### src/tpc_pkg.sv
package tpc_pkg;

	// panel key positions in the key vector
	localparam int KEY_N       = 9;
	localparam int K_MOUNT     = 0;
	localparam int K_DISMOUNT  = 1;
	localparam int K_ATTACH    = 2;
	localparam int K_RESET     = 3;
	localparam int K_STANDBY   = 4;
	localparam int K_POWERUP   = 5;
	localparam int K_MAINT     = 6;
	localparam int K_ADVANCE   = 7;
	localparam int K_RUN       = 8;

	// register byte offsets on the bus
	localparam logic [7:0] REG_CTRL_OFS   = 8'h00;
	localparam logic [7:0] REG_STATUS_OFS = 8'h04;
	localparam logic [7:0] REG_DISP_OFS   = 8'h08;

	// control register fields and reset value
	localparam int         CTRL_ADDR_LSB = 0;
	localparam int         ADDR_W        = 4;
	localparam logic [3:0] UNIT_ADDR_RST = 4'h0;

	// status register field positions
	localparam int ST_POS_LSB   = 0;
	localparam int ST_OP_LSB    = 2;
	localparam int ST_ONLINE    = 5;
	localparam int ST_PENDING   = 6;
	localparam int ST_FAULT     = 7;
	localparam int ST_DIAG      = 8;
	localparam int ST_POWERED   = 9;
	localparam int ST_WR_BLOCK  = 10;

	// display reset value and first test number (two bcd digits)
	localparam logic [7:0] DISP_RST      = 8'h00;
	localparam logic [7:0] TEST_NUM_RST  = 8'h01;

	// lamp test after power-up
	localparam int LAMP_TEST_NS     = 2000;
	localparam int CLK_PERIOD_NS    = 4;
	localparam int LAMP_TEST_CYCLES = (LAMP_TEST_NS + CLK_PERIOD_NS - 1) / CLK_PERIOD_NS;
	localparam int LAMP_CNT_W       = 10;

	// commands to the motion sequencer
	localparam logic [2:0] CMD_NONE        = 3'h0;
	localparam logic [2:0] CMD_LOAD        = 3'h1;
	localparam logic [2:0] CMD_REWIND      = 3'h2;
	localparam logic [2:0] CMD_UNLOAD      = 3'h3;
	localparam logic [2:0] CMD_SLOW_UNLOAD = 3'h4;
	localparam logic [2:0] CMD_HALT        = 3'h5;

	typedef enum logic [1:0] {
		POS_NONE,
		POS_THREADED,
		POS_AT_MARK,
		POS_BEYOND
	} tpc_pos_t;

	typedef enum logic [2:0] {
		OP_IDLE,
		OP_LOADING,
		OP_REWINDING,
		OP_REW_UNLOAD,
		OP_UNLOADING
	} tpc_op_t;

	typedef enum logic [1:0] {
		PWR_STANDBY,
		PWR_LAMP_TEST,
		PWR_ON
	} tpc_pwr_t;

endpackage

### src/tpc_key_edge.sv
`timescale 1ns/100ps
module tpc_key_edge
	import tpc_pkg::*;
(
	input  wire logic             clk_i,
	input  wire logic             rst_i,
	input  wire logic [KEY_N-1:0] key_i,
	output logic      [KEY_N-1:0] press_o
);

	logic [KEY_N-1:0] meta_reg;
	logic [KEY_N-1:0] sync_reg;
	logic [KEY_N-1:0] prev_reg;

	// two-stage synchroniser, then a history stage for edge detection
	always_ff @(posedge clk_i) begin
		if (rst_i) begin
			meta_reg <= '0;
			sync_reg <= '0;
			prev_reg <= '0;
		end else begin
			meta_reg <= key_i;
			sync_reg <= meta_reg;
			prev_reg <= sync_reg;
		end
	end

	// rising edge only: a held key gives one pulse
	assign press_o = sync_reg & ~prev_reg;

endmodule

### src/tpc_panel_ctrl.sv
`timescale 1ns/100ps
module tpc_panel_ctrl
	import tpc_pkg::*;
(
	input  wire logic              clk_i,
	input  wire logic              rst_i,
	input  wire logic [7:0]        wb_adr_i,
	input  wire logic [31:0]       wb_dat_i,
	output logic      [31:0]       wb_dat_o,
	input  wire logic              wb_we_i,
	input  wire logic [3:0]        wb_sel_i,
	input  wire logic              wb_cyc_i,
	input  wire logic              wb_stb_i,
	output logic                   wb_ack_o,
	input  wire logic [KEY_N-1:0]  key_i,
	input  wire logic              threaded_sense_i,
	input  wire logic              marker_sense_i,
	input  wire logic              ring_sense_i,
	input  wire logic [ADDR_W-1:0] host_addr_i,
	input  wire logic              seq_done_i,
	input  wire logic              seq_fault_i,
	input  wire logic [7:0]        seq_fault_code_i,
	output logic [2:0]             seq_cmd_o,
	output logic                   seq_cmd_valid_o,
	output logic                   online_o,
	output logic                   write_block_o,
	output logic                   test_start_o,
	output logic [7:0]             test_num_o,
	output logic                   lamp_standby_o,
	output logic                   lamp_power_o,
	output logic                   lamp_online_o,
	output logic                   lamp_reset_o,
	output logic                   lamp_diag_o,
	output logic                   lamp_match_o,
	output logic                   lamp_marker_o,
	output logic                   write_inhibit_lamp_o,
	output logic [7:0]             display_o
);

	// two-digit bcd increment, wraps 99 to 00
	function automatic logic [7:0] bcd_inc(input logic [7:0] v);
		logic [7:0] r;
		r = v;
		if (v[3:0] == 4'h9) begin
			r[3:0] = 4'h0;
			r[7:4] = (v[7:4] == 4'h9) ? 4'h0 : v[7:4] + 4'h1;
		end else begin
			r[3:0] = v[3:0] + 4'h1;
		end
		return r;
	endfunction

	logic [KEY_N-1:0]  press;
	logic [2:0]        sen_meta_reg;
	logic [2:0]        sen_reg;
	logic [ADDR_W-1:0] haddr_meta_reg;
	logic [ADDR_W-1:0] haddr_reg;
	logic [ADDR_W-1:0] unit_addr_reg;
	tpc_pos_t          pos_reg;
	tpc_op_t           op_reg;
	tpc_pwr_t          pwr_reg;
	logic [LAMP_CNT_W-1:0] lamp_cnt_reg;
	logic              online_reg;
	logic              pending_reg;
	logic              fault_reg;
	logic [7:0]        fault_code_reg;
	logic              diag_reg;
	logic [7:0]        test_num_reg;
	logic              loaded;
	logic              keys_ok;
	logic              powered;
	logic              lamp_all;

	tpc_key_edge u_keys (
		.clk_i   (clk_i),
		.rst_i   (rst_i),
		.key_i   (key_i),
		.press_o (press)
	);

	// sensors and host address arrive from pins: two flops first
	always_ff @(posedge clk_i) begin
		if (rst_i) begin
			sen_meta_reg   <= '0;
			sen_reg        <= '0;
			haddr_meta_reg <= '0;
			haddr_reg      <= '0;
		end else begin
			sen_meta_reg   <= {ring_sense_i, marker_sense_i, threaded_sense_i};
			sen_reg        <= sen_meta_reg;
			haddr_meta_reg <= host_addr_i;
			haddr_reg      <= haddr_meta_reg;
		end
	end

	assign powered = (pwr_reg == PWR_ON);
	assign loaded  = (pos_reg == POS_AT_MARK) || (pos_reg == POS_BEYOND);
	assign keys_ok = powered && !online_reg && !fault_reg && !diag_reg;
	assign lamp_all = (pwr_reg == PWR_LAMP_TEST);

	// power sequencing; standby key wins from any state
	always_ff @(posedge clk_i) begin
		if (rst_i) begin
			pwr_reg      <= PWR_STANDBY;
			lamp_cnt_reg <= '0;
		end else if (press[K_STANDBY]) begin
			pwr_reg      <= PWR_STANDBY;
			lamp_cnt_reg <= '0;
		end else begin
			case (pwr_reg)
				PWR_STANDBY: begin
					if (press[K_POWERUP]) begin
						pwr_reg      <= PWR_LAMP_TEST;
						lamp_cnt_reg <= '0;
					end
				end
				PWR_LAMP_TEST: begin
					if (lamp_cnt_reg == LAMP_CNT_W'(LAMP_TEST_CYCLES - 1)) begin
						pwr_reg <= PWR_ON;
					end else begin
						lamp_cnt_reg <= lamp_cnt_reg + 1'b1;
					end
				end
				PWR_ON: pwr_reg <= PWR_ON;
				default: pwr_reg <= PWR_STANDBY;
			endcase
		end
	end

	// tape position from sensors and completed loads
	always_ff @(posedge clk_i) begin
		if (rst_i) begin
			pos_reg <= POS_NONE;
		end else if (!sen_reg[0]) begin
			pos_reg <= POS_NONE;
		end else if (loaded) begin
			pos_reg <= sen_reg[1] ? POS_AT_MARK : POS_BEYOND;
		end else if (op_reg == OP_LOADING && seq_done_i) begin
			pos_reg <= POS_AT_MARK;
		end else if (pos_reg == POS_NONE) begin
			pos_reg <= POS_THREADED;
		end
	end

	// tape operation and sequencer commands
	always_ff @(posedge clk_i) begin
		if (rst_i) begin
			op_reg          <= OP_IDLE;
			seq_cmd_o       <= CMD_NONE;
			seq_cmd_valid_o <= 1'b0;
		end else begin
			seq_cmd_o       <= CMD_NONE;
			seq_cmd_valid_o <= 1'b0;
			if (press[K_RESET] || press[K_STANDBY] || seq_fault_i) begin
				op_reg          <= OP_IDLE;
				seq_cmd_o       <= CMD_HALT;
				seq_cmd_valid_o <= 1'b1;
			end else if (op_reg != OP_IDLE) begin
				if (seq_done_i) begin
					if (op_reg == OP_REW_UNLOAD) begin
						op_reg          <= OP_UNLOADING;
						seq_cmd_o       <= CMD_UNLOAD;
						seq_cmd_valid_o <= 1'b1;
					end else begin
						op_reg <= OP_IDLE;
					end
				end
			end else if (keys_ok && press[K_MOUNT]) begin
				if (loaded) begin
					op_reg          <= OP_REWINDING;
					seq_cmd_o       <= CMD_REWIND;
					seq_cmd_valid_o <= 1'b1;
				end else if (pos_reg == POS_THREADED) begin
					op_reg          <= OP_LOADING;
					seq_cmd_o       <= CMD_LOAD;
					seq_cmd_valid_o <= 1'b1;
				end
			end else if (keys_ok && press[K_DISMOUNT]) begin
				case (pos_reg)
					POS_AT_MARK: begin
						op_reg          <= OP_UNLOADING;
						seq_cmd_o       <= CMD_UNLOAD;
						seq_cmd_valid_o <= 1'b1;
					end
					POS_BEYOND: begin
						op_reg          <= OP_REW_UNLOAD;
						seq_cmd_o       <= CMD_REWIND;
						seq_cmd_valid_o <= 1'b1;
					end
					POS_THREADED: begin
						op_reg          <= OP_UNLOADING;
						seq_cmd_o       <= CMD_SLOW_UNLOAD;
						seq_cmd_valid_o <= 1'b1;
					end
					default: op_reg <= OP_IDLE;
				endcase
			end
		end
	end

	// on-line state and remembered attach request
	always_ff @(posedge clk_i) begin
		if (rst_i) begin
			online_reg  <= 1'b0;
			pending_reg <= 1'b0;
		end else if (press[K_RESET] || press[K_STANDBY] || seq_fault_i) begin
			online_reg  <= 1'b0;
			pending_reg <= 1'b0;
		end else if (op_reg == OP_LOADING && seq_done_i && pending_reg) begin
			online_reg  <= 1'b1;
			pending_reg <= 1'b0;
		end else if (keys_ok && press[K_ATTACH]) begin
			if (op_reg == OP_LOADING) begin
				pending_reg <= 1'b1;
			end else if (loaded && op_reg == OP_IDLE) begin
				online_reg <= 1'b1;
			end
		end
	end

	// fault status; a fault in the reset cycle survives the clear
	always_ff @(posedge clk_i) begin
		if (rst_i) begin
			fault_reg      <= 1'b0;
			fault_code_reg <= DISP_RST;
		end else if (seq_fault_i) begin
			fault_reg      <= 1'b1;
			fault_code_reg <= seq_fault_code_i;
		end else if (press[K_RESET]) begin
			fault_reg <= 1'b0;
		end
	end

	// diagnostic mode and test selection
	always_ff @(posedge clk_i) begin
		if (rst_i) begin
			diag_reg     <= 1'b0;
			test_num_reg <= TEST_NUM_RST;
			test_start_o <= 1'b0;
		end else begin
			test_start_o <= 1'b0;
			if (press[K_RESET] || press[K_STANDBY]) begin
				diag_reg <= 1'b0;
			end else if (!diag_reg) begin
				if (keys_ok && press[K_MAINT] && pos_reg == POS_THREADED && op_reg == OP_IDLE) begin
					diag_reg     <= 1'b1;
					test_num_reg <= TEST_NUM_RST;
				end
			end else if (!fault_reg) begin
				if (press[K_ADVANCE]) begin
					test_num_reg <= bcd_inc(test_num_reg);
				end else if (press[K_RUN]) begin
					test_start_o <= 1'b1;
				end
			end
		end
	end

	// lamps and display, all registered; lamp test forces every lamp but the standby lamp on
	always_ff @(posedge clk_i) begin
		if (rst_i) begin
			lamp_standby_o       <= 1'b1;
			lamp_power_o         <= 1'b0;
			lamp_online_o        <= 1'b0;
			lamp_reset_o         <= 1'b0;
			lamp_diag_o          <= 1'b0;
			lamp_match_o         <= 1'b0;
			lamp_marker_o        <= 1'b0;
			write_inhibit_lamp_o <= 1'b0;
			write_block_o        <= 1'b1;
			online_o             <= 1'b0;
			display_o            <= DISP_RST;
			test_num_o           <= TEST_NUM_RST;
		end else begin
			lamp_standby_o <= (pwr_reg == PWR_STANDBY);
			lamp_power_o   <= powered || lamp_all;
			lamp_online_o  <= (powered && online_reg) || lamp_all;
			// reset lamp on fault or diagnostics
			lamp_reset_o   <= (powered && (fault_reg || diag_reg)) || lamp_all;
			lamp_diag_o    <= (powered && diag_reg) || lamp_all;
			lamp_match_o   <= (powered && !diag_reg && haddr_reg == unit_addr_reg) || lamp_all;
			lamp_marker_o  <= (powered && pos_reg == POS_AT_MARK) || lamp_all;
			write_inhibit_lamp_o <= ((pwr_reg != PWR_STANDBY) && !sen_reg[2]) || lamp_all;
			write_block_o        <= !sen_reg[2] || !powered;
			online_o             <= powered && online_reg;
			display_o  <= fault_reg ? fault_code_reg : (diag_reg ? test_num_reg : DISP_RST);
			test_num_o <= test_num_reg;
		end
	end

	// wishbone slave: ack one cycle after strobe, dropped the next
	always_ff @(posedge clk_i) begin
		if (rst_i) begin
			wb_ack_o <= 1'b0;
			wb_dat_o <= '0;
		end else begin
			wb_ack_o <= wb_cyc_i && wb_stb_i && !wb_ack_o;
			wb_dat_o <= '0;
			if (wb_cyc_i && wb_stb_i && !wb_ack_o && !wb_we_i) begin
				case (wb_adr_i)
					REG_CTRL_OFS:   wb_dat_o[CTRL_ADDR_LSB +: ADDR_W] <= unit_addr_reg;
					REG_STATUS_OFS: begin
						wb_dat_o[ST_POS_LSB +: 2] <= pos_reg;
						wb_dat_o[ST_OP_LSB +: 3]  <= op_reg;
						wb_dat_o[ST_ONLINE]       <= online_reg;
						wb_dat_o[ST_PENDING]      <= pending_reg;
						wb_dat_o[ST_FAULT]        <= fault_reg;
						wb_dat_o[ST_DIAG]         <= diag_reg;
						wb_dat_o[ST_POWERED]      <= powered;
						wb_dat_o[ST_WR_BLOCK]     <= write_block_o;
					end
					REG_DISP_OFS:   wb_dat_o[7:0] <= display_o;
					default:        wb_dat_o <= '0;
				endcase
			end
		end
	end

	// unit address, written through byte lane 0
	always_ff @(posedge clk_i) begin
		if (rst_i) begin
			unit_addr_reg <= UNIT_ADDR_RST;
		end else if (wb_cyc_i && wb_stb_i && !wb_ack_o && wb_we_i && wb_sel_i[0]
			&& wb_adr_i == REG_CTRL_OFS) begin
			unit_addr_reg <= wb_dat_i[CTRL_ADDR_LSB +: ADDR_W];
		end
	end
endmodule

### config.mk
export PLATFORM = sky130hd
export DESIGN_NAME = tpc_panel_ctrl
export DESIGN_NICKNAME = d
export VERILOG_FILES = /design/src/tpc_pkg.sv /design/src/tpc_key_edge.sv /design/src/tpc_panel_ctrl.sv
export SDC_FILE = /design/constraint.sdc
export NUM_CORES = 1
export LEC_CHECK = 0
export BUFFER_PORTS_ARGS = -buffer_cell sky130_fd_sc_hd__buf_2
export CAP_MARGIN = 30
export CORE_ASPECT_RATIO = 1.75
export CORE_MARGIN = 1
export CORE_UTILIZATION = 30
export CTS_CLUSTER_DIAMETER = 100
export DETAILED_ROUTE_END_ITERATION = 16
export MAX_ROUTING_LAYER = met4
export SLEW_MARGIN = 25
export SYNTH_ARGS = -nofsm -noshare
export SYNTH_HDL_FRONTEND = slang
export SYNTH_SLANG_ARGS = --single-unit
### constraint.sdc
create_clock -name clk_i -period 1.8 [get_ports clk_i]
set_input_delay 0 -clock clk_i [delete_from_list [all_inputs] [get_ports clk_i]]
set_output_delay 0 -clock clk_i [all_outputs]
set_load 0.01 [all_outputs]
* After elaboration in Yosys (flattened, before gate mapping)
Index checks and enable logic that the tools add are counted.
** Cells by class
- Add/subtract/negate cells :: 3
- Equality and inequality tests :: 22
- Multiplexer cells :: 56
- Bitwise operators :: 7
- Reduce and logical (&&, ||, !) cells :: 74
** Operators with widths (count)
- $mux W8 :: 6
- $mux W3 :: 11
- $logic_and A1 B1 Y1 :: 25
- $mux W1 :: 20
- $mux W10 :: 2
- $pmux W10 S2 :: 1
- $mux W2 :: 8
- $logic_or A1 B1 Y1 :: 12
- $mux W4 :: 3
- $pmux W4 S3 :: 1
- $reduce_bool A2 Y1 :: 6
- $reduce_or A2 Y1 :: 6
- $add A10 B1 Y10 const B :: 1
- $eq A10 B9 Y1 const B :: 1
- $ne A2 B2 Y1 const B :: 5
- $and A9 B9 Y9 :: 1
- $not A9 Y9 :: 1
- $pmux W3 S3 :: 1
- $reduce_and A3 Y1 :: 3
- $reduce_bool A3 Y1 :: 3
- $reduce_or A3 Y1 :: 3
- $add A4 B1 Y4 const B :: 2
- $eq A4 B4 Y1 const B :: 2
- $eq A8 B3 Y1 const B :: 1
- other kinds (20) :: 37
** Storage, ports and cells
- Flip-flop bits (word level) :: 146
- Output and inout port bits :: 64
- Word-level logic and storage cells :: 201

* Depth between registers and ports, before layout
- Depth after elaboration :: 9
- Mapped depth :: 7
- Mapped depth without buffers :: 6

* Cells and area by module
From an unflattened synthesis, not the netlist that was laid out.
** Second synthesis, totals
- Cells, all modules :: 517
- Area total of the unflattened synthesis :: 4959.8 um^2
** Modules (own cells, without submodules)
- tpc_panel_ctrl :: times used 1, cells each 452, area an instance 4154.0 um^2, seq. area each 1961.9 um^2
- tpc_key_edge :: times used 1, cells each 65, area an instance 805.8 um^2, seq. area each 540.5 um^2

* Least setup slack after synthesis
OpenSTA, ideal clock, no wires.
- Path kind :: register to register
- Start point :: register pwr_reg[0]
- End point :: register test_num_reg[4]
- Arrival :: 1.643 ns
- Slack :: 0.033 ns
- Stages on the path, launching flop included :: 7
- Path buffers :: 0
- Clock period less this slack :: 1.767 ns
- Path through :: dfxtp_1 inv_1 ha_1 nor4b_2 and3_1 o21ai_1 mux2_1
** On the way
- Word-level cells in the longest chain between the ends :: 9
** RTL lines
- start, declared :: RTL line tpc_panel_ctrl.sv:61 : tpc_pwr_t pwr_reg;
- start signal, assigned :: RTL line tpc_panel_ctrl.sv:104 : pwr_reg <= PWR_STANDBY;
- start signal, assigned :: RTL line tpc_panel_ctrl.sv:107 : pwr_reg <= PWR_STANDBY;
- start signal, assigned :: RTL line tpc_panel_ctrl.sv:113 : pwr_reg <= PWR_LAMP_TEST;
- $eq A2 B2 Y1 :: RTL line tpc_panel_ctrl.sv:96 : assign powered = (pwr_reg == PWR_ON);
- net powered :: RTL line tpc_panel_ctrl.sv:71 : logic powered;
- $logic_and A1 B1 Y1 (3 in a row) :: RTL line tpc_panel_ctrl.sv:98 : assign keys_ok = powered && !online_reg && !fault_reg && !diag_reg;
- $logic_and A1 B1 Y1 (3 in a row) :: RTL line tpc_panel_ctrl.sv:245 : if (keys_ok && press[K_MAINT] && pos_reg == POS_THREADED && op_reg == OP_IDLE) begin
- $reduce_bool A2 Y1 (no source line)
- $reduce_and A5 Y1 (no source line)
- end signal, assigned :: RTL line tpc_panel_ctrl.sv:251 : test_num_reg <= bcd_inc(test_num_reg);
- end, declared :: RTL line tpc_panel_ctrl.sv:68 : logic [7:0] test_num_reg;
The timed path passes the listed nets, and every way through them passes these cells.
A chain may end at the register's enable or synchronous reset.

* Worst setup path in the final report
- Start point :: register pwr_reg[0]
- End point :: register lamp_cnt_reg[2]
** On the way
- Word-level cells in the longest chain between the ends :: 3
- Elaborated cells on any way between the ends :: 7
** RTL lines
- $eq A2 B1 Y1 / $logic_not A2 Y1 (equally long branches) :: RTL line tpc_panel_ctrl.sv:110 : case (pwr_reg)
- $ne A2 B2 Y1 (no source line) / $reduce_bool A2 Y1 (equally long branches)
- $reduce_and A3 Y1 (no source line)
- end signal, assigned :: RTL line tpc_panel_ctrl.sv:121 : lamp_cnt_reg <= lamp_cnt_reg + 1'b1;
- end, declared :: RTL line tpc_panel_ctrl.sv:62 : logic [LAMP_CNT_W-1:0] lamp_cnt_reg;
Several ways; a longest one is shown, not always the timed one.

==> out/qor.json <==
{
  "worst_pin_slew_ns": 0.596,
  "design.portCount": 139,
  "detail-route-antenna-nets": 0,
  "gp_routability_congestion": 0.875,
  "end_kind": "register",
  "setup_violations_final": 0,
  "start_util_pct": 30.8,
  "remaining_drc_errors": 0,
  "vert_die_dim_um": 174,
  "synth_top_area_share_pct": 49.5,
  "firstDrtPassIters": 5,
  "timing.fmax_ghz": 0.585,
  "startpoint_type": "register",
  "antenna_found_initial": 0,
  "power.ir.vdd_worst_mv": 0.456,
  "fin_util_pct": 42.0,
  "p_int_mw": 5.64,
  "ys_dominant_reg_cell": "sky130_fd_sc_hd__dfxtp_1",
  "cts_tree": "built",
  "timing.final.ws_setup_ns": 0.0893,
  "grt_use_total_pct": 15.1,
  "synth-edff-count": 0,
  "grt_pass1_vias": 4066,
  "final.fill_count": 1618,
  "nNetsFinal": 757,
  "post_synth_instance_area_sq_um": 5060,
  "global_route_wire_length_before_repair_um": 19700,
  "outcome": "complete, no violations",
  "grt_start_max_net_pins": 59,
  "largest_register_ffs": 11,
  "timing.critical_path.required_ns": 2.11,
  "yosys.cell_types.count": 71,
  "cp_cell_sequence": "inv_2 > buf_4 > ha_2 > and3b_1 > or2_2 > and2_1 > a31o_1",
  "clk_pin_slew_worst_paths_ns": 0.06,
  "cts_inserted_buffers": 17,
  "layout.cells.most_common": "sky130_fd_sc_hd__dfxtp_1",
  "path_buf_inv": 2,
  "ys_top_cells_by_area": "sky130_fd_sc_hd__dfxtp_1 (49%), sky130_fd_sc_hd__nor2b_1 (6.4%), sky130_fd_sc_hd__nor2_1 (4.1%)",
  "maxCapViolCount": 0,
  "final.period_utilization_pct": 95.0,
  "smallest_hold_slack_ns": 0.0116,
  "cpMaxStageDelayCell": "sky130_fd_sc_hd__dfxtp_2",
  "synth-async-reset-ratio_pct": 0,
  "synth_sequential_area_ratio_pct": 49.5,
  "min_path_type": "in -> reg",
  "power.density_cell_area_nw_per_um2": 1060,
  "dpl.cell_count": 838,
  "avgSynthCellArea_sq_um": 9.76,
  "post_route_cells_drive_above_1_share_pct": 26.3,
  "buffer_ports.inserted": 86,
  "max-clock-path-buffers": 2,
  "pre_cts_slack_ns": -0.0724,
  "final_cell_mix": "sky130_fd_sc_hd__dfxtp_1 (122), sky130_fd_sc_hd__buf_2 (86), sky130_fd_sc_hd__nor2_1 (55)",
  "synthDominantAreaCellType": "sky130_fd_sc_hd__dfxtp_1",
  "syn2layout_area_growth_pct": 36.6,
  "sequentialPowerShare_pct": 39.8,
  "pwr-share-comb_pct": 8.2,
  "die-width_um": 100,
  "wire_per_inst_um": 13.7,
  "timing_hold_violations_final": 0,
  "starting_drt_drc_count": 136,
  "regToRegSetupSlack_ns": 0.09,
  "vias_per_cell": 4.52,
  "rsz0062_at_grt": "yes",
  "skew_ns": 0.00909,
  "synthesis.yosys.warnings": 0,
  "fraction_of_power_consumed_by_the_clock_network_pct": 52.0,
  "p_sw_mw": 1.68,
  "cts_num_sinks": 125,
  "drt_wl_total_um": 12400,
  "slew_headroom_pct": 60.2,
  "critical_path_peak_fanout": 7,
  "mapped_cells": 518,
  "floorplan.die_area_sq_um": 17400,
  "grt-ovfl-total": 0,
  "floorplan.core_area_sq_um": 16400,
  "clkLatencyLatePin_ns": 0.42,
  "num_vias": 4095,
  "timing.final.max_slew_violations": 0,
  "holdCritStartpoint": "wb_stb_i",
  "power_mw": 7.32,
  "crit_path_max_incr_delay_ns": 0.33,
  "critical_path.reg2reg.startpoint": "pwr_reg[0]",
  "synth_seq_cells": 125,
  "n_antenna_cell": 0,
  "timing_worst_setup_path_type": "reg -> reg",
  "critical_path.startpoint": "pwr_reg[0]",
  "clock_tree.htree_level_count": 4,
  "place.detailed.hpwl_um": 9050,
  "power_leakage_nw": 2.98,
  "fp-row-count": 62,
  "cts.root.buffer_cell": "sky130_fd_sc_hd__clkbuf_16",
  "critical_path_arrival_ns": 2.02,
  "switching_share_pct": 22.9,
  "stdcell_count": 905,
  "cpLargestDelayFamily": "simple AND/OR/NAND/NOR gates",
  "min_period_ns": 1.71
}
[tightest hold or removal path, delay by kind of cell]
kind          cells  cell delay, ns
simple gates      2            0.27
buf+inv           2            0.12
[area by class of cell]
cell class | count | area (sq um) | area share (%)
Clock buffer | 17 | 425 | 6.16
Sequential cell | 125 | 2510 | 36.3
Timing Repair Buffer | 156 | 1050 | 15.2
Tap cell | 224 | 280 | 4.06
Inverter | 13 | 48.8 | 0.706
Clock inverter | 15 | 236 | 3.42
Multi-Input combinational cell | 355 | 2360 | 34.1
[layer usage]
layer	GRT usage, %	wire (um)
met1	14.8	4860
met2	26.9	6680
met3	3.19	462
met4	8.94	409
met5	-	0
[kinds of logic after synthesis]
kind of cell	Yosys count	share of synthesized area, %
simple gates	215	24.3
flops	125	49.5
compound gates	75	10.5
buf+inv	58	6.36
mux	21	4.23
fa+ha+maj	14	3.46
xor+xnor	9	1.56
other cells	1	0.0741
[cells in the mapped netlist (all sizes together) (7+ instances only)]
cell / count
nand2b: 10
nor2: 56
nor2b: 53
mux2i: 18
clkbuf: 15
inv: 13
a31oi: 8
nand2: 26
ha: 14
or3: 9
buf: 30
a21oi: 26
nand3: 7
dfxtp: 125
[worst paths after layout]
check | endpoint | cells past startpoint
setup / recovery | lamp_cnt_reg[2] | 7
hold / removal | wb_ack_o | 4
setup reg to reg | lamp_cnt_reg[2] | 7
hold reg to reg | write_block_o | 1
[timing repair]
action	CTS	global route
endpoints found under the setup margin	9	21
endpoints found under the hold margin	41	0
cloned	0	0
hold buffers	34	0
resized for setup	3	12
pin swaps	2	1
setup buffers	0	1
[power groups by stage]
stage,registers (mW),logic (mW),clock network (mW)
4_1_cts,2.91,0.594,3.88
3_5_place_dp,2.97,0.533,0
5_1_grt,2.92,0.657,4.01
6_report,2.91,0.602,3.81
2_1_floorplan,2.98,0.328,0
3_3_place_gp,2.97,0.524,0
[stage by stage]
| stage | TNS, ns | area [sq um] |
|---|---|---|
| finish | 0 | 6910 |
| global route | 0 | 6910 |
| CTS | 0 | 6860 |
| detailed placement | -0.273 | 5850 |
| global placement | -0.119 | 5850 |
| floorplan | 0 | 5130 |
Power figures use the tool's default switching activity.
